==> src/shared/efm_pkg.sv <==
// Shared constants for the event flag and miss block
package efm_pkg;
   // Register word width and bus widths
   localparam int unsigned REG_W = 16;
   localparam int unsigned ADDR_W = 20;
   localparam int unsigned DATA_W = 32;

   // Printed register offsets kept as word indices; byte address is four times these
   localparam logic [ADDR_W-1:0] IDX_PENDING = 20'h0_4600;
   localparam logic [ADDR_W-1:0] IDX_MISS = 20'h0_4602;
   localparam logic [ADDR_W-1:0] IDX_SWTRIG = 20'h0_4638;
   localparam logic [ADDR_W-1:0] IDX_IRQ_STATUS = 20'h0_4640;
   localparam logic [ADDR_W-1:0] IDX_IRQ_MASK = 20'h0_4642;

   // Reset values
   localparam logic [REG_W-1:0] RST_FLAGS = 16'h0000;
   localparam logic [REG_W-1:0] RST_SWTRIG = 16'h0000;
   localparam logic [1:0] RST_IRQ = 2'h0;

   // Flag bit positions
   localparam int unsigned BIT_WATCHDOG = 15;
   localparam int unsigned BIT_FAULT = 14;
   localparam int unsigned BIT_MAC_RECEIVE = 10;
   localparam int unsigned BIT_MAC_TRANSMIT = 9;
   localparam int unsigned BIT_MAC_TIMER = 8;
   localparam int unsigned BIT_SECURITY = 7;
   localparam int unsigned BIT_SLEEP = 4;
   localparam int unsigned BIT_BASEBAND = 3;
   localparam int unsigned BIT_DEBUG_LINK = 2;
   localparam int unsigned BIT_SOFTWARE = 1;

   // Bits that exist at all (bit 0 is reserved and reads zero)
   localparam logic [REG_W-1:0] IMPL_MASK = 16'hFFFE;
   // System-source bits that application-mode writes may not touch
   localparam logic [REG_W-1:0] SYS_MASK = 16'hC79E;

   // Own interrupt status layout
   localparam int unsigned IRQ_BIT_PENDING = 0;
   localparam int unsigned IRQ_BIT_MISS = 1;
   localparam int unsigned IRQ_W = 2;

   // Word index to byte address shift
   localparam int unsigned IDX_SHIFT = 2;
endpackage

==> src/hw/efm_event_flags.sv <==
// Implementation choice: the APB register port.
`timescale 1ns/10ps
`default_nettype none
// What this block does
// [RL1] Pending bit 9 mac transmit, app-protected
// [RL2] Pending bit 8 mac timer, app-protected
// [RL3] Pending bit 4 sleep timer, app-protected
// [RL4] Pending bit 2 debug link, app-protected
// [RL5] Miss bit 10 mac receive, app-protected
// [RL6] Miss bit 9 mac transmit, app-protected
// [RL7] Miss bit 8 mac timer, app-protected
// [RL8] Miss bit 7 security, app-protected
// [RL9] Miss bit 4 sleep timer, app-protected
// [RL10] Miss bit 3 baseband, app-protected
// [RL11] Miss bit 2 debug link, app-protected
// [RL12] Miss bit 1 software, app-protected
// [RL13] Any trigger write raises software event
// [RL14] Software clears flags by writing ones
// [RL15] Repeat while pending sets miss flag
// [RL16] One-cycle event pulses set flags synchronously
// [RL17] Event beats coincident acknowledge
// [RL18] Bit zero reads zero; flags reset zero
// [RL19] Application mode gates system-bit writes
module efm_event_flags #(
   parameter int unsigned FLAG_W = efm_pkg::REG_W
) (
   // Clock and reset
   input wire logic sys_clk,
   input wire logic rst_n,
   // APB slave
   input wire logic psel,
   input wire logic penable,
   input wire logic pwrite,
   input wire logic [efm_pkg::ADDR_W-1:0] paddr,
   input wire logic [efm_pkg::DATA_W-1:0] pwdata,
   input wire logic [3:0] pstrb,
   output logic [efm_pkg::DATA_W-1:0] prdata,
   output logic pready,
   output logic pslverr,
   // Event sources and configuration
   input wire logic [FLAG_W-1:0] event_pulse,
   input wire logic [FLAG_W-1:0] event_enable,
   input wire logic app_mode,
   // Flag outputs
   output logic [FLAG_W-1:0] pending_flags,
   output logic [FLAG_W-1:0] miss_flags,
   output logic software_event_pulse,
   // Interrupt
   output logic irq
);
   // Released reset
   logic rst_sync_n;

   // Bus decode
   logic setup_phase;
   logic access_phase;
   logic [efm_pkg::ADDR_W-1:0] word_idx;
   logic addr_aligned;
   logic hit_pending;
   logic hit_miss;
   logic hit_swtrig;
   logic hit_irq_status;
   logic hit_irq_mask;
   logic hit_any;
   logic wr_access;
   logic rd_access;
   logic [FLAG_W-1:0] wdata_lanes;

   // Flag banks
   logic [FLAG_W-1:0] pend_set;
   logic [FLAG_W-1:0] pend_clear;
   logic [FLAG_W-1:0] miss_set;
   logic [FLAG_W-1:0] miss_clear;
   logic [FLAG_W-1:0] write_allow;
   logic [FLAG_W-1:0] events_in;

   // Software trigger
   logic [FLAG_W-1:0] swtrig_reg;
   logic [FLAG_W-1:0] swtrig_next;
   logic sw_pulse_reg;
   logic sw_pulse_next;

   // Interrupt status and mask
   logic [efm_pkg::IRQ_W-1:0] irq_status_reg;
   logic [efm_pkg::IRQ_W-1:0] irq_status_next;
   logic [efm_pkg::IRQ_W-1:0] irq_mask_reg;
   logic [efm_pkg::IRQ_W-1:0] irq_mask_next;
   logic [efm_pkg::IRQ_W-1:0] irq_events;

   // Read data
   logic [efm_pkg::DATA_W-1:0] prdata_reg;
   logic [efm_pkg::DATA_W-1:0] prdata_next;
   logic [efm_pkg::DATA_W-1:0] rd_mux;

   // Reset release
   efm_reset_sync u_reset_sync (
      .sys_clk(sys_clk),
      .rst_n(rst_n),
      .rst_sync_n(rst_sync_n)
   );

   // Phase and address decode
   assign setup_phase = psel & ~penable;
   assign access_phase = psel & penable;
   assign word_idx = paddr >> efm_pkg::IDX_SHIFT;
   assign addr_aligned = (paddr[1:0] == 2'h0);
   assign hit_pending = addr_aligned & (word_idx == efm_pkg::IDX_PENDING);
   assign hit_miss = addr_aligned & (word_idx == efm_pkg::IDX_MISS);
   assign hit_swtrig = addr_aligned & (word_idx == efm_pkg::IDX_SWTRIG);
   assign hit_irq_status = addr_aligned & (word_idx == efm_pkg::IDX_IRQ_STATUS);
   assign hit_irq_mask = addr_aligned & (word_idx == efm_pkg::IDX_IRQ_MASK);
   assign hit_any = hit_pending | hit_miss | hit_swtrig | hit_irq_status | hit_irq_mask;

   // Writes and reads take effect only at the access edge
   assign wr_access = access_phase & pwrite & hit_any;
   assign rd_access = access_phase & ~pwrite & hit_any;

   // Zero wait states: read data is prepared during the setup cycle
   assign pready = access_phase;
   // Unmapped or misaligned addresses complete with an error and no effect
   assign pslverr = access_phase & ~hit_any;

   // Byte lanes: a lane whose strobe is low writes zeros, harmless for W1C bits
   always_comb begin
      wdata_lanes = '0;
      wdata_lanes[7:0] = pstrb[0] ? pwdata[7:0] : 8'h00;
      wdata_lanes[15:8] = pstrb[1] ? pwdata[15:8] : 8'h00;
   end

   // Writable flag bits: application mode loses the system-source bits
   always_comb begin
      write_allow = efm_pkg::IMPL_MASK;
      // [RL19] application mode gating
      if (app_mode) begin
         write_allow = efm_pkg::IMPL_MASK & ~efm_pkg::SYS_MASK;
      end
   end

   // Sources, with the software trigger merged into its own bit
   always_comb begin
      // [RL16] synchronous pulse capture
      events_in = event_pulse & efm_pkg::IMPL_MASK;
      // [RL13] trigger feeds software bit
      events_in[efm_pkg::BIT_SOFTWARE] = event_pulse[efm_pkg::BIT_SOFTWARE] | sw_pulse_reg;
   end

   // Pending bank: set by events, cleared by write-one in allowed bits
   always_comb begin
      pend_set = events_in;
      pend_clear = '0;
      // [RL14] write-one acknowledge
      if (wr_access && hit_pending) begin
         // [RL1] [RL2] [RL3] [RL4] protected system bits
         pend_clear = wdata_lanes & write_allow;
      end
   end

   // Miss bank: an enabled repeat while still pending is recorded, not queued
   always_comb begin
      // [RL15] repeat before acknowledge
      miss_set = events_in & event_enable & pending_flags;
      miss_clear = '0;
      if (wr_access && hit_miss) begin
         // [RL5] [RL6] [RL7] [RL8] [RL9] [RL10] [RL11] [RL12] protected misses
         miss_clear = wdata_lanes & write_allow;
      end
   end

   // [RL17] set beats clear
   efm_flag_bank #(
      .WIDTH(FLAG_W),
      .IMPL(efm_pkg::IMPL_MASK),
      .RESET_VAL(efm_pkg::RST_FLAGS)
   ) u_pending (
      .sys_clk(sys_clk),
      .rst_n(rst_sync_n),
      .set_bits(pend_set),
      .clear_bits(pend_clear),
      .flags(pending_flags)
   );

   // [RL18] bit zero and reset value
   efm_flag_bank #(
      .WIDTH(FLAG_W),
      .IMPL(efm_pkg::IMPL_MASK),
      .RESET_VAL(efm_pkg::RST_FLAGS)
   ) u_miss (
      .sys_clk(sys_clk),
      .rst_n(rst_sync_n),
      .set_bits(miss_set),
      .clear_bits(miss_clear),
      .flags(miss_flags)
   );

   // Software trigger: value kept for readback, any write fires one pulse
   always_comb begin
      swtrig_next = swtrig_reg;
      sw_pulse_next = 1'b0;
      // [RL13] any write triggers
      if (wr_access && hit_swtrig) begin
         if (pstrb[0]) begin
            swtrig_next[7:0] = pwdata[7:0];
         end
         if (pstrb[1]) begin
            swtrig_next[15:8] = pwdata[15:8];
         end
         sw_pulse_next = 1'b1;
      end
   end

   // Trigger storage; the pulse lands in the flag one cycle after the write
   always_ff @(posedge sys_clk or negedge rst_sync_n) begin
      if (!rst_sync_n) begin
         swtrig_reg <= efm_pkg::RST_SWTRIG;
         sw_pulse_reg <= 1'b0;
      end else begin
         swtrig_reg <= swtrig_next;
         sw_pulse_reg <= sw_pulse_next;
      end
   end

   assign software_event_pulse = sw_pulse_reg;

   // Block events for the own interrupt: any new pending set, any new miss
   always_comb begin
      irq_events = '0;
      irq_events[efm_pkg::IRQ_BIT_PENDING] = |(pend_set & ~pending_flags);
      irq_events[efm_pkg::IRQ_BIT_MISS] = |miss_set;
   end

   // Status clears on read, mask is plain read/write; a same-cycle event survives
   always_comb begin
      irq_status_next = irq_status_reg;
      irq_mask_next = irq_mask_reg;
      if (rd_access && hit_irq_status) begin
         irq_status_next = '0;
      end
      irq_status_next = irq_status_next | irq_events;
      if (wr_access && hit_irq_mask && pstrb[0]) begin
         irq_mask_next = pwdata[efm_pkg::IRQ_W-1:0];
      end
   end

   // Interrupt state
   always_ff @(posedge sys_clk or negedge rst_sync_n) begin
      if (!rst_sync_n) begin
         irq_status_reg <= efm_pkg::RST_IRQ;
         irq_mask_reg <= efm_pkg::RST_IRQ;
      end else begin
         irq_status_reg <= irq_status_next;
         irq_mask_reg <= irq_mask_next;
      end
   end

   // Level interrupt while any unmasked status bit is set
   assign irq = |(irq_status_reg & irq_mask_reg);

   // Read selection; unused upper bits read zero
   always_comb begin
      rd_mux = '0;
      if (hit_pending) begin
         rd_mux[FLAG_W-1:0] = pending_flags;
      end else if (hit_miss) begin
         rd_mux[FLAG_W-1:0] = miss_flags;
      end else if (hit_swtrig) begin
         rd_mux[FLAG_W-1:0] = swtrig_reg;
      end else if (hit_irq_status) begin
         rd_mux[efm_pkg::IRQ_W-1:0] = irq_status_reg;
      end else if (hit_irq_mask) begin
         rd_mux[efm_pkg::IRQ_W-1:0] = irq_mask_reg;
      end
   end

   // Sample read data in the setup cycle; holding it keeps prdata from a flop
   always_comb begin
      prdata_next = prdata_reg;
      if (setup_phase && !pwrite) begin
         prdata_next = rd_mux;
      end
   end

   // Read data register
   always_ff @(posedge sys_clk or negedge rst_sync_n) begin
      if (!rst_sync_n) begin
         prdata_reg <= '0;
      end else begin
         prdata_reg <= prdata_next;
      end
   end

   assign prdata = prdata_reg;
endmodule
`default_nettype wire

==> src/hw/efm_reset_sync.sv <==
`timescale 1ns/10ps
`default_nettype none
// Asynchronous assert, synchronous release of the block reset
module efm_reset_sync (
   // Clock and raw reset
   input wire logic sys_clk,
   input wire logic rst_n,
   // Released copy
   output logic rst_sync_n
);
   logic stage1_reg;
   logic stage2_reg;

   // Two stages so the release never lands near a clock edge
   always_ff @(posedge sys_clk or negedge rst_n) begin
      if (!rst_n) begin
         stage1_reg <= 1'b0;
         stage2_reg <= 1'b0;
      end else begin
         stage1_reg <= 1'b1;
         stage2_reg <= stage1_reg;
      end
   end

   assign rst_sync_n = stage2_reg;
endmodule
`default_nettype wire

==> src/hw/efm_flag_bank.sv <==
`timescale 1ns/10ps
`default_nettype none
// Bank of sticky flags: set by pulses, cleared by write-one
module efm_flag_bank #(
   parameter int unsigned WIDTH = 16,
   parameter logic [WIDTH-1:0] IMPL = '1,
   parameter logic [WIDTH-1:0] RESET_VAL = '0
) (
   // Clock and reset
   input wire logic sys_clk,
   input wire logic rst_n,
   // Per-bit set and clear requests
   input wire logic [WIDTH-1:0] set_bits,
   input wire logic [WIDTH-1:0] clear_bits,
   // Current flags
   output logic [WIDTH-1:0] flags
);
   logic [WIDTH-1:0] flags_reg;
   logic [WIDTH-1:0] flags_next;

   // Set is applied after clear so a coincident event is never lost
   always_comb begin
      flags_next = (flags_reg & ~clear_bits) | set_bits;
      flags_next = flags_next & IMPL;
   end

   // Flag storage
   always_ff @(posedge sys_clk or negedge rst_n) begin
      if (!rst_n) begin
         flags_reg <= RESET_VAL;
      end else begin
         flags_reg <= flags_next;
      end
   end

   assign flags = flags_reg;
endmodule
`default_nettype wire

==> config.mk <==
export PLATFORM = sky130hd
export DESIGN_NAME = efm_event_flags
export DESIGN_NICKNAME = d
export VERILOG_FILES = /design/src/shared/efm_pkg.sv /design/src/hw/efm_event_flags.sv /design/src/hw/efm_reset_sync.sv /design/src/hw/efm_flag_bank.sv
export SDC_FILE = /design/constraint.sdc
export NUM_CORES = 1
export LEC_CHECK = 0
export BUFFER_PORTS_ARGS = -buffer_cell sky130_fd_sc_hd__clkbuf_2
export CELL_PAD_IN_SITES_DETAIL_PLACEMENT = 1
export CELL_PAD_IN_SITES_GLOBAL_PLACEMENT = 1
export CORE_MARGIN = 10
export CORE_UTILIZATION = 38
export CTS_CLUSTER_SIZE = 40
export DETAILED_ROUTE_END_ITERATION = 10
export GPL_TIMING_DRIVEN = 0
export PLACE_DENSITY_LB_ADDON = 0.12
export SYNTH_ARGS = -nofsm -noshare
export SYNTH_HDL_FRONTEND = slang
export SYNTH_SLANG_ARGS = --single-unit
==> constraint.sdc <==
create_clock -name sys_clk -period 3.53 [get_ports sys_clk]
set_clock_uncertainty 0.2 [all_clocks]
set_input_delay 0.706 -clock sys_clk [delete_from_list [all_inputs] [get_ports sys_clk]]
set_output_delay 0.706 -clock sys_clk [all_outputs]
set_load 0.01 [all_outputs]
Yosys cells after proc, flatten, opt, wreduce, memory -nomap -nowiden:

Cells that the tools add are included.

* register bits after elaboration: 69
* word-level logic and storage cells: 75
* latch bits: 0
* output and inout bits: 68
* memory bits (read-only): 0
* bits in writable memories: 0
* memories kept: 0

* equal/unequal tests: 5
* div/mod/pow operators: 0
* shift operators: 0
* reduce and logical (&&, ||, !) cells: 14
* order comparisons: 0
* bitwise gates (word level): 33
* multiplexer cells: 13
* $add $sub $neg: 0
* $mul: 0

Operators by type and width (count)
* bitwise AND 16 bit: 6
* equality test 18 x 15 -> 1 bit, second input constant: 5
* two-way mux 16 bit: 5
* NOT 16 bit: 3
* bitwise OR 16 bit: 2
* OR reduction 16 bit: 2
* two-way mux 8 bit: 2
* two-way mux 14 bit: 1
* bitwise AND 1 bit: 12
* two-way mux 2 bit: 4
* logical AND 1 bit: 7
* bitwise OR 1 bit: 5
* AND reduction 2 bit: 2
* NOT 1 bit: 3
* bitwise AND 2 bit: 1
* logical NOT 2 bit: 1
* bitwise OR 2 bit: 1
* OR reduction 2 bit: 1
* logical NOT 1 bit: 1
* two-way mux 1 bit: 1

Depth between registers and ports, before layout:

Gate-level depths: netlist (run 1).

* depth after elaboration: 12
* mapped depth: 7
* gate-level depth less buffers: 4

By module:

From an unflattened synthesis (run 1), not the netlist that was laid out.

* cell total of the unflattened synthesis: 412
* area total of the unflattened synthesis: 3813.7 µm²

By module, submodules not included
* efm_event_flags: cells each 315, sequential area each 925.9 µm², instances 1, area each 2648.8 µm²
* efm_flag_bank: cells each 47, sequential area each 375.4 µm², instances 2, area each 555.5 µm²
* efm_reset_sync: cells each 3, sequential area each 50.0 µm², instances 1, area each 53.8 µm²

Least setup slack after synthesis (run 1):

OpenSTA, ideal clock, no wires.

* path kind: input -> output
* from: in paddr[9] in the netlist's numbering
* to: out pslverr
* buffers on the path: 0
* arrival time: 1.758 ns
* cell stages on the path: 4
* setup slack: 0.866 ns
* cells stage by stage: nor4b_1 -> nand4_1 -> o31ai_1 -> a21oi_1

* longest elaborated chain between the ends: 8
* elaborated cells between the ends (all ways): 16
* classes of those cells: 5 x eq/ne; 11 x bitwise

RTL lines
* start: declaration: RTL line efm_event_flags.sv:34 `input wire logic [efm_pkg::ADDR_W-1:0] paddr,`
* equality test 18 x 15 -> 1 bit (on tied branches): RTL line efm_event_flags.sv:107, efm_event_flags.sv:108
* bitwise AND 1 bit (on tied branches): RTL line efm_event_flags.sv:107, efm_event_flags.sv:108
* bitwise OR 1 bit (3 in series): RTL line efm_event_flags.sv:112 `assign hit_any = hit_pending | hit_miss | hit_swtrig | hit_irq_status | hit_irq_mask;`
* bitwise OR 1 bit (*): RTL line efm_event_flags.sv:112
* NOT 1 bit (*): RTL line efm_event_flags.sv:121 `assign pslverr = access_phase & ~hit_any;`
* bitwise AND 1 bit (*): RTL line efm_event_flags.sv:121
* end: declaration: RTL line efm_event_flags.sv:39 `output logic pslverr,`

Mark *: on every way between the ends. The rest lies on a longest branch, timed or not.

Worst setup path in the final report (run 1):

Same ends and word-level chain as after synthesis.

==> report_table.html, run 1 <==
<table>
<tr><th>Metric</th><th>Value</th></tr>
<tr><th colspan="2">Global route</th></tr>
<tr><td>Via count of the first global-routing pass</td><td>3900</td></tr>
<tr><td>Initial antenna violation count</td><td>0</td></tr>
<tr><td>Maximum number of pins on one net before global-route repair</td><td>68</td></tr>
<tr><td>Total track usage</td><td>0.1911</td></tr>
<tr><td>Global-route wire length before repair</td><td>21.46 mm</td></tr>
<tr><td>Global route total overflow</td><td>0</td></tr>
<tr><th colspan="2">Outcome</th></tr>
<tr><td>Run status</td><td>finished, final reports clean</td></tr>
<tr><th colspan="2">Setup path</th></tr>
<tr><td>Endpoint type of the worst setup path</td><td>primary output</td></tr>
<tr><td>Critical Path RT</td><td>2620 ps</td></tr>
<tr><td>Largest fanout on the critical path</td><td>5</td></tr>
<tr><td>CP Data Arrival Time</td><td>2290 ps</td></tr>
<tr><td>Startpoint-to-endpoint class of the critical path</td><td>in -&gt; out</td></tr>
<tr><td>Origin of the critical flop-to-flop path</td><td>u_pending.flags[11]$_DFF_PN0_</td></tr>
<tr><td>Register-to-register setup slack</td><td>1870 ps</td></tr>
<tr><td>Category of the worst setup path launch point</td><td>input port</td></tr>
<tr><td>End of the worst register-to-register path</td><td>irq_status_reg[1]$_DFF_PN0_</td></tr>
<tr><td>Number of cells on the worst reg-to-reg path</td><td>4</td></tr>
<tr><th colspan="2">Timing</th></tr>
<tr><td>Worst-Margin Slew</td><td>1144 ps</td></tr>
<tr><td>Clock period minus worst slack</td><td>3199 ps</td></tr>
<tr><td>Final slew viol count</td><td>0</td></tr>
<tr><td>Slew headroom</td><td>0.2301</td></tr>
<tr><td>Unrepaired setup endpoints after global routing</td><td>false</td></tr>
<tr><td>Number of failing setup endpoints in the final timing report</td><td>0</td></tr>
<tr><td>Post-route clock period utilization</td><td>0.9061</td></tr>
<tr><td>Final number of hold-violating endpoints</td><td>0</td></tr>
<tr><td>Total negative slack</td><td>0 ps</td></tr>
<tr><td>Maximum frequency from static timing analysis</td><td>312.6 MHz</td></tr>
<tr><th colspan="2">Cells and area</th></tr>
<tr><td>Filler-free cell count of the finished design</td><td>641</td></tr>
<tr><td>Number of nets in the layout</td><td>601</td></tr>
<tr><td>Core occupancy in the finished layout</td><td>0.5078</td></tr>
<tr><td>Fraction of final layout cells with drive strength greater than 1</td><td>0.3828</td></tr>
<tr><td>Filler cell count in the final layout</td><td>1129</td></tr>
<tr><td>Antenna Diode Count</td><td>0</td></tr>
<tr><td>Area added between synthesis and finish</td><td>29.35%</td></tr>
<tr><th colspan="2">CTS</th></tr>
<tr><td>Post-cts repair resize count</td><td>0</td></tr>
<tr><td>Total setup buffers inserted after CTS</td><td>0</td></tr>
<tr><td>CTS HTree Levels</td><td>3</td></tr>
<tr><td>Count of clock tree sinks</td><td>69</td></tr>
<tr><td>CTS tree</td><td>yes</td></tr>
<tr><td>Root Buffer Master</td><td>clkbuf_8</td></tr>
<tr><td>Max clock buf depth</td><td>2</td></tr>
<tr><td>Reg clk slew, reported paths</td><td>80 ps</td></tr>
<tr><td>Cts-stage hold buffer count</td><td>1</td></tr>
<tr><td>Number of buffers created by CTS</td><td>9</td></tr>
<tr><td>Clock network latency to the later pin of the worst-skew pair</td><td>340 ps</td></tr>
<tr><th colspan="2">Logic synthesis</th></tr>
<tr><td>Mean Syn Cell Area</td><td>10.27 sq um</td></tr>
<tr><td>Post-Syn Instances</td><td>355</td></tr>
<tr><td>Total of warnings raised by yosys</td><td>0</td></tr>
<tr><td>Register area share after synthesis</td><td>0.4737</td></tr>
<tr><td>Post-synth EDFFs</td><td>0</td></tr>
<tr><td>Area of the mapped netlist</td><td>0.003645 sq mm</td></tr>
<tr><td>Flip-flop and latch count after synthesis</td><td>69</td></tr>
<tr><td>Prevailing post-synth register cell</td><td>dfrtp_1</td></tr>
<tr><td>Post-synth top area share</td><td>0.4737</td></tr>
<tr><td>Top cells by area, synth</td><td>dfrtp_1, mux2_2, a31oi_1, mux2i_1, nand4_1</td></tr>
<tr><td>Most common cell in the synthesized netlist</td><td>dfrtp_1</td></tr>
<tr><td>Share of synthesized registers carrying an async set or reset</td><td>1.000</td></tr>
<tr><td>Commonest cells in the synthesized netlist</td><td>dfrtp_1, a31oi_1, nand2_1</td></tr>
<tr><td>Cell taking the most area after synthesis</td><td>dfrtp_1</td></tr>
<tr><td>Number of library cell types mapped by synthesis</td><td>42</td></tr>
<tr><th colspan="2">Power</th></tr>
<tr><td>Power per cell area</td><td>348.1 mW/mm^2</td></tr>
<tr><td>Total leakage power</td><td>2.262 nW</td></tr>
<tr><td>Largest voltage drop on the vdd net</td><td>178.0 uV</td></tr>
<tr><td>Total power after layout</td><td>1.641 mW</td></tr>
<tr><th colspan="2">Place</th></tr>
<tr><td>Number of instances in the placed design</td><td>624</td></tr>
<tr><td>Port buffer count</td><td>123</td></tr>
<tr><td>Placer congestion estimate</td><td>0.8181</td></tr>
<tr><td>Post-detail-place hpwl</td><td>10.61 mm</td></tr>
<tr><th colspan="2">Route</th></tr>
<tr><td>Routed wirelength normalized by instance count</td><td>20.79 um</td></tr>
<tr><td>Post-DR vias/cell</td><td>5.440</td></tr>
<tr><td>Detailed-route DRC error count</td><td>0</td></tr>
<tr><td>Antenna violation net count after detailed routing</td><td>0</td></tr>
<tr><td>Total via count in the routed design</td><td>3487</td></tr>
<tr><td>Aggregate routed wire length</td><td>13.32 mm</td></tr>
<tr><td>First-pass iteration count of the detailed router</td><td>4</td></tr>
<tr><td>Number of DRC markers in iteration 0</td><td>155</td></tr>
<tr><th colspan="2">Die</th></tr>
<tr><td>Die Y</td><td>117.9 um</td></tr>
<tr><td>Initial cell density of the core</td><td>0.3926</td></tr>
<tr><td>Top-level I/O count</td><td>162</td></tr>
<tr><td>Core area</td><td>0.009284 sq mm</td></tr>
<tr><td>Horizontal extent of the die</td><td>117.9 um</td></tr>
<tr><td>Die outline area</td><td>0.01391 sq mm</td></tr>
<tr><td>Cell row count</td><td>35</td></tr>
<tr><th colspan="2">Min path</th></tr>
<tr><td>Worst hold path class</td><td>reg -&gt; reg</td></tr>
<tr><td>Endpoint with the worst hold slack</td><td>u_reset_sync.rst_sync_n$_DFF_PN0_</td></tr>
<tr><td>Hold path start</td><td>u_reset_sync.stage1_reg$_DFF_PN0_</td></tr>
<tr><td>Worst hold path cell count</td><td>0</td></tr>
<tr><th colspan="2">Run</th></tr>
<tr><td>Max-cap violations</td><td>0</td></tr>
</table>
-- area by class of cell --
| type | count | area [sq um] | area share |
|---|---|---|---|
| well taps | 129 | 161.4 | 0.03424 |
| inverters | 16 | 60.06 | 0.01274 |
| clock buffers | 10 | 137.6 | 0.02919 |
| flip-flops and latches | 69 | 1730 | 0.3670 |
| multi-input cells | 255 | 1722 | 0.3652 |
| clock inverters | 6 | 71.32 | 0.01513 |
| repair buffers | 124 | 625.6 | 0.1327 |
| plain buffers | 32 | 206.4 | 0.04379 |
-- metal layers --
layer | GRT usage | vias up | share of wire
met3 | 0.05372 | 18 | 0.069
met5 | 0 | - | 0
li1 | - | 1624 | -
met1 | 0.2319 | 1729 | 0.43
met2 | 0.3203 | 116 | 0.48
met4 | 0.05719 | 0 | 0.015
-- worst max-delay path by stage --
stage	endpoint	slack [ps]	cells after the start	start
2_1_floorplan	pslverr	870	4	paddr[9]
3_3_place_gp	u_pending.flags[3]$_DFF_PN0_	-60	5	paddr[9]
3_5_place_dp	swtrig_reg[10]$_DFFE_PN0P_	260	6	paddr[15]
4_1_cts	pslverr	360	6	paddr[9]
5_1_grt	pslverr	140	6	paddr[9]
6_report	pslverr	330	6	paddr[9]
-- report_power, final --
part	total, mW	internal [mW]	switching, mW
Sequential	0.808	0.793	0.0157
Clock	0.680	0.350	0.330
Combinational	0.153	0.0657	0.0870
-- stage by stage --
stage | worst slack (ps) | hold slack (ps) | area (sq um)
global route | 136.9 | 177.6 | 4715
global placement | -59.43 | 138.2 | 4486
CTS | 363.2 | 168.9 | 4715
floorplan | 866.4 | 131.2 | 3709
detailed placement | 258.5 | 149.8 | 4496
finish | 331.3 | 163.6 | 4715
-- critical path, stage by stage --
cell and delay (ps):
clkbuf_2 90, nor4b_1 690, nand4_1 300, o31ai_1 300
a21oi_1 70, clkbuf_2 140
-- logic make-up after synthesis --
family | share of synthesized area
and+or+nand+nor | 0.2029
other | 0.002061
DFF | 0.4737
muxes | 0.1023
buffers and inverters | 0.07312
AOI/OAI and AO/OA | 0.1459
-- placed cells by master (no fill, tap or decap), types with 2 or more instances in the layout --
| cell | Yosys | final |
|---|---|---|
| clkbuf_1 | 8 | 8 |
| a31oi_1 | 30 | 30 |
| o41ai_1 | 5 | 5 |
| nand2b_1 | 6 | 6 |
| and3_1 | 5 | 5 |
| o31ai_1 | 3 | 3 |
| buf_4 | 18 | 18 |
| or3_1 | 3 | 3 |
| nand3_1 | 19 | 19 |
| dfrtp_1 | 69 | 68 |
| clkbuf_2 | 0 | 123 |
| o22ai_1 | 6 | 6 |
| nor4_1 | 7 | 7 |
| mux2_2 | 18 | 18 |
| nor4b_2 | 1 | 2 |
| a32oi_1 | 2 | 2 |
| o211ai_1 | 6 | 6 |
| and4_1 | 3 | 3 |
| and2_1 | 2 | 2 |
| nor2_1 | 17 | 17 |
| nand2_1 | 28 | 28 |
| buf_2 | 3 | 3 |
| nor4b_1 | 4 | 3 |
| buf_6 | 2 | 2 |
| nor3_1 | 7 | 7 |
| mux2i_1 | 17 | 17 |
| a21o_1 | 2 | 2 |
| nand4_1 | 22 | 22 |
| clkinv_4 | 0 | 2 |
| o21ai_0 | 3 | 3 |
| conb_1 | 2 | 19 |
| clkinvlp_4 | 0 | 2 |
| clkbuf_8 | 0 | 10 |
| inv_1 | 16 | 16 |
| o211ai_2 | 10 | 10 |
Note: power is estimated with default switching activity, not from simulation.
==> inputs of run 2 (changes only) <==
--- a/config.mk
+++ b/config.mk
@@ -13,7 +13,7 @@
 export CTS_CLUSTER_SIZE = 40
 export DETAILED_ROUTE_END_ITERATION = 10
 export GPL_TIMING_DRIVEN = 0
-export PLACE_DENSITY_LB_ADDON = 0.12
+export PLACE_DENSITY = 0.94
 export SYNTH_ARGS = -nofsm -noshare
 export SYNTH_HDL_FRONTEND = slang
 export SYNTH_SLANG_ARGS = --single-unit
==> report_table.html, run 2 (same netlist as run 1, synthesis figures left out) <==
<table>
<tr><th>Metric</th><th>Value</th></tr>
<tr><th colspan="2">Route</th></tr>
<tr><td>Number of DRC markers in iteration 0</td><td>194 (was 155)</td></tr>
<tr><td>Post-DR vias/cell</td><td>5.560 (was 5.440)</td></tr>
<tr><td>Detailed-route DRC error count</td><td>0 (unchanged)</td></tr>
<tr><td>Routed wirelength normalized by instance count</td><td>21.45 um (was 20.79 um)</td></tr>
<tr><td>Antenna violation net count after detailed routing</td><td>0 (unchanged)</td></tr>
<tr><td>First-pass iteration count of the detailed router</td><td>4 (unchanged)</td></tr>
<tr><td>Total via count in the routed design</td><td>3564 (was 3487)</td></tr>
<tr><td>Aggregate routed wire length</td><td>13.75 mm (was 13.32 mm)</td></tr>
<tr><th colspan="2">Die</th></tr>
<tr><td>Die outline area</td><td>0.01391 sq mm (unchanged)</td></tr>
<tr><td>Top-level I/O count</td><td>162 (unchanged)</td></tr>
<tr><td>Cell row count</td><td>35 (unchanged)</td></tr>
<tr><td>Core area</td><td>0.009284 sq mm (unchanged)</td></tr>
<tr><td>Initial cell density of the core</td><td>0.3926 (unchanged)</td></tr>
<tr><td>Die Y</td><td>117.9 um (unchanged)</td></tr>
<tr><td>Horizontal extent of the die</td><td>117.9 um (unchanged)</td></tr>
<tr><th colspan="2">Global route</th></tr>
<tr><td>Global-route wire length before repair</td><td>21.59 mm (was 21.46 mm)</td></tr>
<tr><td>Total track usage</td><td>0.1943 (was 0.1911)</td></tr>
<tr><td>Global route total overflow</td><td>0 (unchanged)</td></tr>
<tr><td>Maximum number of pins on one net before global-route repair</td><td>68 (unchanged)</td></tr>
<tr><td>Via count of the first global-routing pass</td><td>4022 (was 3900)</td></tr>
<tr><td>Initial antenna violation count</td><td>0 (unchanged)</td></tr>
<tr><th colspan="2">Power</th></tr>
<tr><td>Total leakage power</td><td>2.253 nW (was 2.262 nW)</td></tr>
<tr><td>Largest voltage drop on the vdd net</td><td>177.8 uV (was 178.0 uV)</td></tr>
<tr><td>Power per cell area</td><td>342.7 mW/mm^2 (was 348.1 mW/mm^2)</td></tr>
<tr><td>Total power after layout</td><td>1.609 mW (was 1.641 mW)</td></tr>
<tr><th colspan="2">Place</th></tr>
<tr><td>Placer congestion estimate</td><td>0.8533 (was 0.8181)</td></tr>
<tr><td>Post-detail-place hpwl</td><td>11.02 mm (was 10.61 mm)</td></tr>
<tr><td>Number of instances in the placed design</td><td>624 (unchanged)</td></tr>
<tr><td>Worst-case setup slack after placement</td><td>96.00 ps (was 258.5 ps)</td></tr>
<tr><td>Port buffer count</td><td>123 (unchanged)</td></tr>
<tr><th colspan="2">Setup path</th></tr>
<tr><td>Critical path cell sequence</td><td>clkbuf_2 &gt; nor4b_1 &gt; nand2_1 &gt; nor4b_1 &gt; a31oi_1 (was clkbuf_2 &gt; nor4b_1 &gt; nand4_1 &gt; o31ai_1 &gt; a21oi_1 &gt; clkbuf_2)</td></tr>
<tr><td>CP dominant cell by count</td><td>nor4b_1 (was clkbuf_2)</td></tr>
<tr><td>Highest cell delay on the worst timing path</td><td>1220 ps (was 690 ps)</td></tr>
<tr><td>Largest fanout on the critical path</td><td>5 (unchanged)</td></tr>
<tr><td>Startpoint-to-endpoint class of the critical path</td><td>in -&gt; reg (was in -&gt; out)</td></tr>
<tr><td>Category of the worst setup path launch point</td><td>input port (unchanged)</td></tr>
<tr><td>CP Data Arrival Time</td><td>3160 ps (was 2290 ps)</td></tr>
<tr><td>Delay-heaviest family, CP</td><td>simple AND/OR/NAND/NOR gates (unchanged)</td></tr>
<tr><td>Endpoint type of the worst setup path</td><td>flip-flop (was primary output)</td></tr>
<tr><td>Cell type of the slowest stage on the worst timing path</td><td>nor4b_1 (unchanged)</td></tr>
<tr><td>Combined buffer and inverter count along the critical path</td><td>1 (was 2)</td></tr>
<tr><td>Critical Path RT</td><td>3510 ps (was 2620 ps)</td></tr>
<tr><th colspan="2">Timing</th></tr>
<tr><td>Unrepaired setup endpoints after global routing</td><td>false (unchanged)</td></tr>
<tr><td>Post-route worst setup slack</td><td>345.5 ps (was 331.3 ps)</td></tr>
<tr><td>Post-route clock period utilization</td><td>0.9021 (was 0.9061)</td></tr>
<tr><td>Total negative slack</td><td>0 ps (unchanged)</td></tr>
<tr><td>Final number of hold-violating endpoints</td><td>0 (unchanged)</td></tr>
<tr><td>Final worst hold slack</td><td>162.9 ps (was 163.6 ps)</td></tr>
<tr><td>Slew headroom</td><td>0.03285 (was 0.2301)</td></tr>
<tr><td>Number of failing setup endpoints in the final timing report</td><td>0 (unchanged)</td></tr>
<tr><td>Maximum frequency from static timing analysis</td><td>314.0 MHz (was 312.6 MHz)</td></tr>
<tr><td>Worst-Margin Slew</td><td>1431 ps (was 1144 ps)</td></tr>
<tr><td>Clock period minus worst slack</td><td>3185 ps (was 3199 ps)</td></tr>
<tr><td>Final slew viol count</td><td>0 (unchanged)</td></tr>
<tr><th colspan="2">Cells and area</th></tr>
<tr><td>Filler-free cell count of the finished design</td><td>641 (unchanged)</td></tr>
<tr><td>Number of nets in the layout</td><td>601 (unchanged)</td></tr>
<tr><td>Fraction of final layout cells with drive strength greater than 1</td><td>0.3750 (was 0.3828)</td></tr>
<tr><td>Most common cell after layout, fill and taps aside</td><td>clkbuf_2 (unchanged)</td></tr>
<tr><td>Top library cells by usage in the layout, fill and taps aside</td><td>clkbuf_2, dfrtp_1, a31oi_1, nand2_1, nand4_1 (unchanged)</td></tr>
<tr><td>Area added between synthesis and finish</td><td>28.77% (was 29.35%)</td></tr>
<tr><td>Antenna Diode Count</td><td>0 (unchanged)</td></tr>
<tr><th colspan="2">Min path</th></tr>
<tr><td>Worst hold path class</td><td>reg -&gt; reg (unchanged)</td></tr>
<tr><th colspan="2">CTS</th></tr>
<tr><td>CTS tree</td><td>yes (unchanged)</td></tr>
<tr><td>Cts-stage hold buffer count</td><td>1 (unchanged)</td></tr>
<tr><td>Number of buffers created by CTS</td><td>9 (unchanged)</td></tr>
<tr><td>Post-cts repair resize count</td><td>0 (unchanged)</td></tr>
<tr><td>Total setup buffers inserted after CTS</td><td>0 (unchanged)</td></tr>
<tr><td>CTS HTree Levels</td><td>3 (unchanged)</td></tr>
<tr><td>Max clock buf depth</td><td>2 (unchanged)</td></tr>
<tr><td>Reg clk slew, reported paths</td><td>70 ps (was 80 ps)</td></tr>
<tr><td>Root Buffer Master</td><td>clkbuf_8 (unchanged)</td></tr>
<tr><td>Count of clock tree sinks</td><td>69 (unchanged)</td></tr>
<tr><td>Clock network latency to the later pin of the worst-skew pair</td><td>350 ps (was 340 ps)</td></tr>
<tr><th colspan="2">Outcome</th></tr>
<tr><td>Run status</td><td>finished, final reports clean (unchanged)</td></tr>
<tr><th colspan="2">Run</th></tr>
<tr><td>Max-cap violations</td><td>0 (unchanged)</td></tr>
</table>
-- run 2: cell types whose count changed in the layout (fill, tap and decap cells not counted), sizes merged --
cell / before / now
clkbuf: 141 / 144
clkinv: 2 / 0
inv: 17 / 16
-- run 2: through the flow --
stage | area [sq um] | utilization
detailed placement | 4489 | 0.4836
CTS | 4693 | 0.5055
finish | 4693 | 0.5055
global placement | 4486 | 0.4832
global route | 4693 | 0.5055
floorplan | 3709 | -
-- run 2: final timing paths --
path | from | endpoint | slack (ps) | depth (start not counted)
hold / removal | u_reset_sync.stage1_reg$_DFF_PN0_ | u_reset_sync.rst_sync_n$_DFF_PN0_ | 160 | 0
hold reg to reg | u_reset_sync.stage1_reg$_DFF_PN0_ | u_reset_sync.rst_sync_n$_DFF_PN0_ | 160 | 0
min in group asynchronous | u_reset_sync.rst_sync_n$_DFF_PN0_ | u_pending.flags[10]$_DFF_PN0_ | 250 | 0
max in group asynchronous | u_reset_sync.rst_sync_n$_DFF_PN0_ | swtrig_reg[0]$_DFFE_PN0P_ | 2310 | 0
setup reg to reg | u_pending.flags[7]$_DFF_PN0_ | irq_status_reg[1]$_DFF_PN0_ | 1890 | 4
setup / recovery | paddr[9] | u_pending.flags[1]$_DFF_PN0_ | 350 | 5
-- run 2: power by group --
group          leakage [nW]  internal [mW]  switching [mW]  total [mW]
Clock                0.0899          0.347           0.299       0.646
Sequential            0.789          0.793          0.0156       0.809
Combinational          1.37         0.0657          0.0884       0.154
-- run 2: area by class of cell --
type | instances | area (sq um)
fill | 1123 | 4591
sequential | 69 | 1730
multi-input combinational | 255 | 1715
timing repair buffer | 124 | 625.6
buffer | 32 | 206.4
tap | 129 | 161.4
clock buffer | 13 | 148.9
inverter | 16 | 60.06
clock inverter | 3 | 45.04
-- run 2: per-layer routing --
metal / routed length, um / up-vias / global-route usage
li1: - / 1623 / -
met1: 5346 / 1767 / 0.2119
met2: 7120 / 149 / 0.3381
met3: 1004 / 25 / 0.07098
met4: 280 / 0 / 0.06878
met5: 0 / - / 0
==> inputs of run 3 (changes only) <==
--- a/config.mk
+++ b/config.mk
@@ -5,7 +5,7 @@
 export SDC_FILE = /design/constraint.sdc
 export NUM_CORES = 1
 export LEC_CHECK = 0
-export BUFFER_PORTS_ARGS = -buffer_cell sky130_fd_sc_hd__clkbuf_2
+export BUFFER_PORTS_ARGS = -buffer_cell sky130_fd_sc_hd__buf_2
 export CELL_PAD_IN_SITES_DETAIL_PLACEMENT = 1
 export CELL_PAD_IN_SITES_GLOBAL_PLACEMENT = 1
 export CORE_MARGIN = 10
==> report_table.html, run 3 (same netlist as run 1, synthesis figures left out) <==
<table>
<tr><th>Metric</th><th>Value</th></tr>
<tr><th colspan="2">Outcome</th></tr>
<tr><td>Run status</td><td>finished, final reports clean (unchanged)</td></tr>
<tr><th colspan="2">Timing</th></tr>
<tr><td>Worst-Margin Slew</td><td>1220 ps (was 1431 ps)</td></tr>
<tr><td>Final number of hold-violating endpoints</td><td>0 (unchanged)</td></tr>
<tr><td>Total negative slack</td><td>0 ps (unchanged)</td></tr>
<tr><td>Clock period minus worst slack</td><td>3127 ps (was 3185 ps)</td></tr>
<tr><td>Final worst hold slack</td><td>171.9 ps (was 162.9 ps)</td></tr>
<tr><td>Post-route worst setup slack</td><td>403.1 ps (was 345.5 ps)</td></tr>
<tr><td>Maximum frequency from static timing analysis</td><td>319.8 MHz (was 314.0 MHz)</td></tr>
<tr><td>Unrepaired setup endpoints after global routing</td><td>false (unchanged)</td></tr>
<tr><td>Post-route clock period utilization</td><td>0.8858 (was 0.9021)</td></tr>
<tr><td>Slew headroom</td><td>0.1790 (was 0.03285)</td></tr>
<tr><td>Final slew viol count</td><td>0 (unchanged)</td></tr>
<tr><td>Number of failing setup endpoints in the final timing report</td><td>0 (unchanged)</td></tr>
<tr><th colspan="2">CTS</th></tr>
<tr><td>Clock network latency to the later pin of the worst-skew pair</td><td>360 ps (was 350 ps)</td></tr>
<tr><td>Reg clk slew, reported paths</td><td>90 ps (was 70 ps)</td></tr>
<tr><td>CTS HTree Levels</td><td>3 (unchanged)</td></tr>
<tr><td>Max clock buf depth</td><td>2 (unchanged)</td></tr>
<tr><td>Number of buffers created by CTS</td><td>9 (unchanged)</td></tr>
<tr><td>Root Buffer Master</td><td>clkbuf_8 (unchanged)</td></tr>
<tr><td>Post-cts repair resize count</td><td>0 (unchanged)</td></tr>
<tr><td>Count of clock tree sinks</td><td>69 (unchanged)</td></tr>
<tr><td>CTS tree</td><td>yes (unchanged)</td></tr>
<tr><td>Total setup buffers inserted after CTS</td><td>0 (unchanged)</td></tr>
<tr><th colspan="2">Route</th></tr>
<tr><td>Top Metal Used</td><td>met4 (unchanged)</td></tr>
<tr><td>Aggregate routed wire length</td><td>13.82 mm (was 13.75 mm)</td></tr>
<tr><td>Metal1 wirelength</td><td>5.515 mm (was 5.346 mm)</td></tr>
<tr><td>First-pass iteration count of the detailed router</td><td>4 (unchanged)</td></tr>
<tr><td>Routed length on met3</td><td>987 um (was 1.004 mm)</td></tr>
<tr><td>WL met2</td><td>7.045 mm (was 7.120 mm)</td></tr>
<tr><td>Detailed-route DRC error count</td><td>0 (unchanged)</td></tr>
<tr><td>Antenna violation net count after detailed routing</td><td>0 (unchanged)</td></tr>
<tr><td>Number of DRC markers in iteration 0</td><td>279 (was 194)</td></tr>
<tr><td>Total via count in the routed design</td><td>3566 (was 3564)</td></tr>
<tr><td>Routed wirelength normalized by instance count</td><td>21.53 um (was 21.45 um)</td></tr>
<tr><td>Post-DR vias/cell</td><td>5.555 (was 5.560)</td></tr>
<tr><th colspan="2">Die</th></tr>
<tr><td>Core area</td><td>0.009284 sq mm (unchanged)</td></tr>
<tr><td>Die outline area</td><td>0.01391 sq mm (unchanged)</td></tr>
<tr><td>Top-level I/O count</td><td>162 (unchanged)</td></tr>
<tr><td>Horizontal extent of the die</td><td>117.9 um (unchanged)</td></tr>
<tr><td>Initial cell density of the core</td><td>0.3926 (unchanged)</td></tr>
<tr><td>Cell row count</td><td>35 (unchanged)</td></tr>
<tr><td>Die Y</td><td>117.9 um (unchanged)</td></tr>
<tr><th colspan="2">Power</th></tr>
<tr><td>Total leakage power</td><td>2.212 nW (was 2.253 nW)</td></tr>
<tr><td>Largest voltage drop on the vdd net</td><td>179.9 uV (was 177.8 uV)</td></tr>
<tr><td>Power per cell area</td><td>332.0 mW/mm^2 (was 342.7 mW/mm^2)</td></tr>
<tr><th colspan="2">Place</th></tr>
<tr><td>Placer congestion estimate</td><td>0.8543 (was 0.8533)</td></tr>
<tr><td>Area after detailed placement</td><td>0.004489 sq mm (unchanged)</td></tr>
<tr><td>Worst-case setup slack after placement</td><td>11.94 ps (was 96.00 ps)</td></tr>
<tr><td>Port buffer count</td><td>123 (unchanged)</td></tr>
<tr><td>Post-detail-place hpwl</td><td>10.92 mm (was 11.02 mm)</td></tr>
<tr><th colspan="2">Global route</th></tr>
<tr><td>Via count of the first global-routing pass</td><td>4019 (was 4022)</td></tr>
<tr><td>Global-route wire length before repair</td><td>21.62 mm (was 21.59 mm)</td></tr>
<tr><td>Total track usage</td><td>0.1939 (was 0.1943)</td></tr>
<tr><td>Initial antenna violation count</td><td>0 (unchanged)</td></tr>
<tr><td>Global route total overflow</td><td>0 (unchanged)</td></tr>
<tr><td>Maximum number of pins on one net before global-route repair</td><td>68 (unchanged)</td></tr>
<tr><th colspan="2">Cells and area</th></tr>
<tr><td>Most common cell after layout, fill and taps aside</td><td>buf_2 (was clkbuf_2)</td></tr>
<tr><td>Top library cells by usage in the layout, fill and taps aside</td><td>buf_2, dfrtp_1, a31oi_1, nand2_1, nand4_1 (was clkbuf_2, dfrtp_1, a31oi_1, nand2_1, nand4_1)</td></tr>
<tr><td>Area added between synthesis and finish</td><td>28.39% (was 28.77%)</td></tr>
<tr><td>Core occupancy in the finished layout</td><td>0.5040 (was 0.5055)</td></tr>
<tr><td>Number of nets in the layout</td><td>602 (was 601)</td></tr>
<tr><td>Fraction of final layout cells with drive strength greater than 1</td><td>0.3821 (was 0.3750)</td></tr>
<tr><td>Antenna Diode Count</td><td>0 (unchanged)</td></tr>
<tr><td>Area taken by multi-input logic gates</td><td>0.001715 sq mm (unchanged)</td></tr>
<tr><td>Filler cell count in the final layout</td><td>1138 (was 1123)</td></tr>
<tr><td>Area taken by flip-flops and latches</td><td>0.001730 sq mm (unchanged)</td></tr>
<tr><td>Final Instance Area</td><td>0.004679 sq mm (was 0.004693 sq mm)</td></tr>
<tr><th colspan="2">Setup path</th></tr>
<tr><td>Endpoint type of the worst setup path</td><td>primary output (was flip-flop)</td></tr>
<tr><td>Category of the worst setup path launch point</td><td>input port (unchanged)</td></tr>
<tr><td>Critical Path RT</td><td>2620 ps (was 3510 ps)</td></tr>
<tr><td>Largest fanout on the critical path</td><td>5 (unchanged)</td></tr>
<tr><td>CP Data Arrival Time</td><td>2220 ps (was 3160 ps)</td></tr>
<tr><td>Startpoint-to-endpoint class of the critical path</td><td>in -&gt; out (was in -&gt; reg)</td></tr>
<tr><th colspan="2">Min path</th></tr>
<tr><td>Worst hold path class</td><td>reg -&gt; reg (unchanged)</td></tr>
<tr><th colspan="2">Run</th></tr>
<tr><td>Max-cap violations</td><td>0 (unchanged)</td></tr>
</table>
run 3: cell types whose count changed in the layout (fill, tap and decap cells not counted):
cell	before	now
buf_2	3	126
clkbuf_2	123	1
clkbuf_1	11	8
clkinv_2	0	2
clkinv_4	0	2
bufinv_16	1	0
clkbuf_8	10	9
inv_6	0	1
run 3: layout make-up:
type / instances / share of cell area
tap: 129 / 0.03449
clock buffer: 9 / 0.02647
inverter: 16 / 0.01283
multi-input combinational: 255 / 0.3666
timing repair buffer: 125 / 0.1348
sequential: 69 / 0.3698
buffer: 32 / 0.04412
clock inverter: 7 / 0.01096
run 3: path summary, 6_finish.rpt:
kind	slack, ps	from	depth (start not counted)	end
setup / recovery	400	paddr[9]	6	pslverr
hold / removal	170	u_reset_sync.stage1_reg$_DFF_PN0_	0	u_reset_sync.rst_sync_n$_DFF_PN0_
setup reg to reg	1770	u_pending.flags[3]$_DFF_PN0_	3	irq_status_reg[0]$_DFF_PN0_
hold reg to reg	170	u_reset_sync.stage1_reg$_DFF_PN0_	0	u_reset_sync.rst_sync_n$_DFF_PN0_
max in group asynchronous	2290	u_reset_sync.rst_sync_n$_DFF_PN0_	0	swtrig_reg[1]$_DFFE_PN0P_
min in group asynchronous	250	u_reset_sync.rst_sync_n$_DFF_PN0_	0	u_pending.flags[10]$_DFF_PN0_
run 3: repair_timing:
action | CTS | global route
setup endpoints to repair | 0 | 0
hold endpoints to repair | 2 | 0
hold buffers | 1 | 0
run 3: metal layers:
metal / track usage / vias to the layer above
met5: 0 / -
li1: - / 1622
met4: 0.07032 / 0
met1: 0.2222 / 1794
met3: 0.04988 / 26
met2: 0.3388 / 124
run 3: per-stage QoR:
step           total power, mW  cells
3_5_place_dp            0.9749    624
3_3_place_gp            0.9673    624
4_1_cts                  1.559    641
5_1_grt                  1.617    642
6_report                 1.553    642
2_1_floorplan           0.8880    372
run 3: worst max-delay path, stage by stage:
cell	delay (ps)
buf_2	110
nor4b_1	590
nand4_1	310
o31ai_1	300
a21oi_1	60
buf_2	150
run 3: where the power goes:
part,internal [mW],total (mW),switching (mW)
Sequential,0.793,0.809,0.0162
Clock,0.257,0.590,0.334
Combinational,0.0660,0.154,0.0880
Total,1.12,1.55,0.438
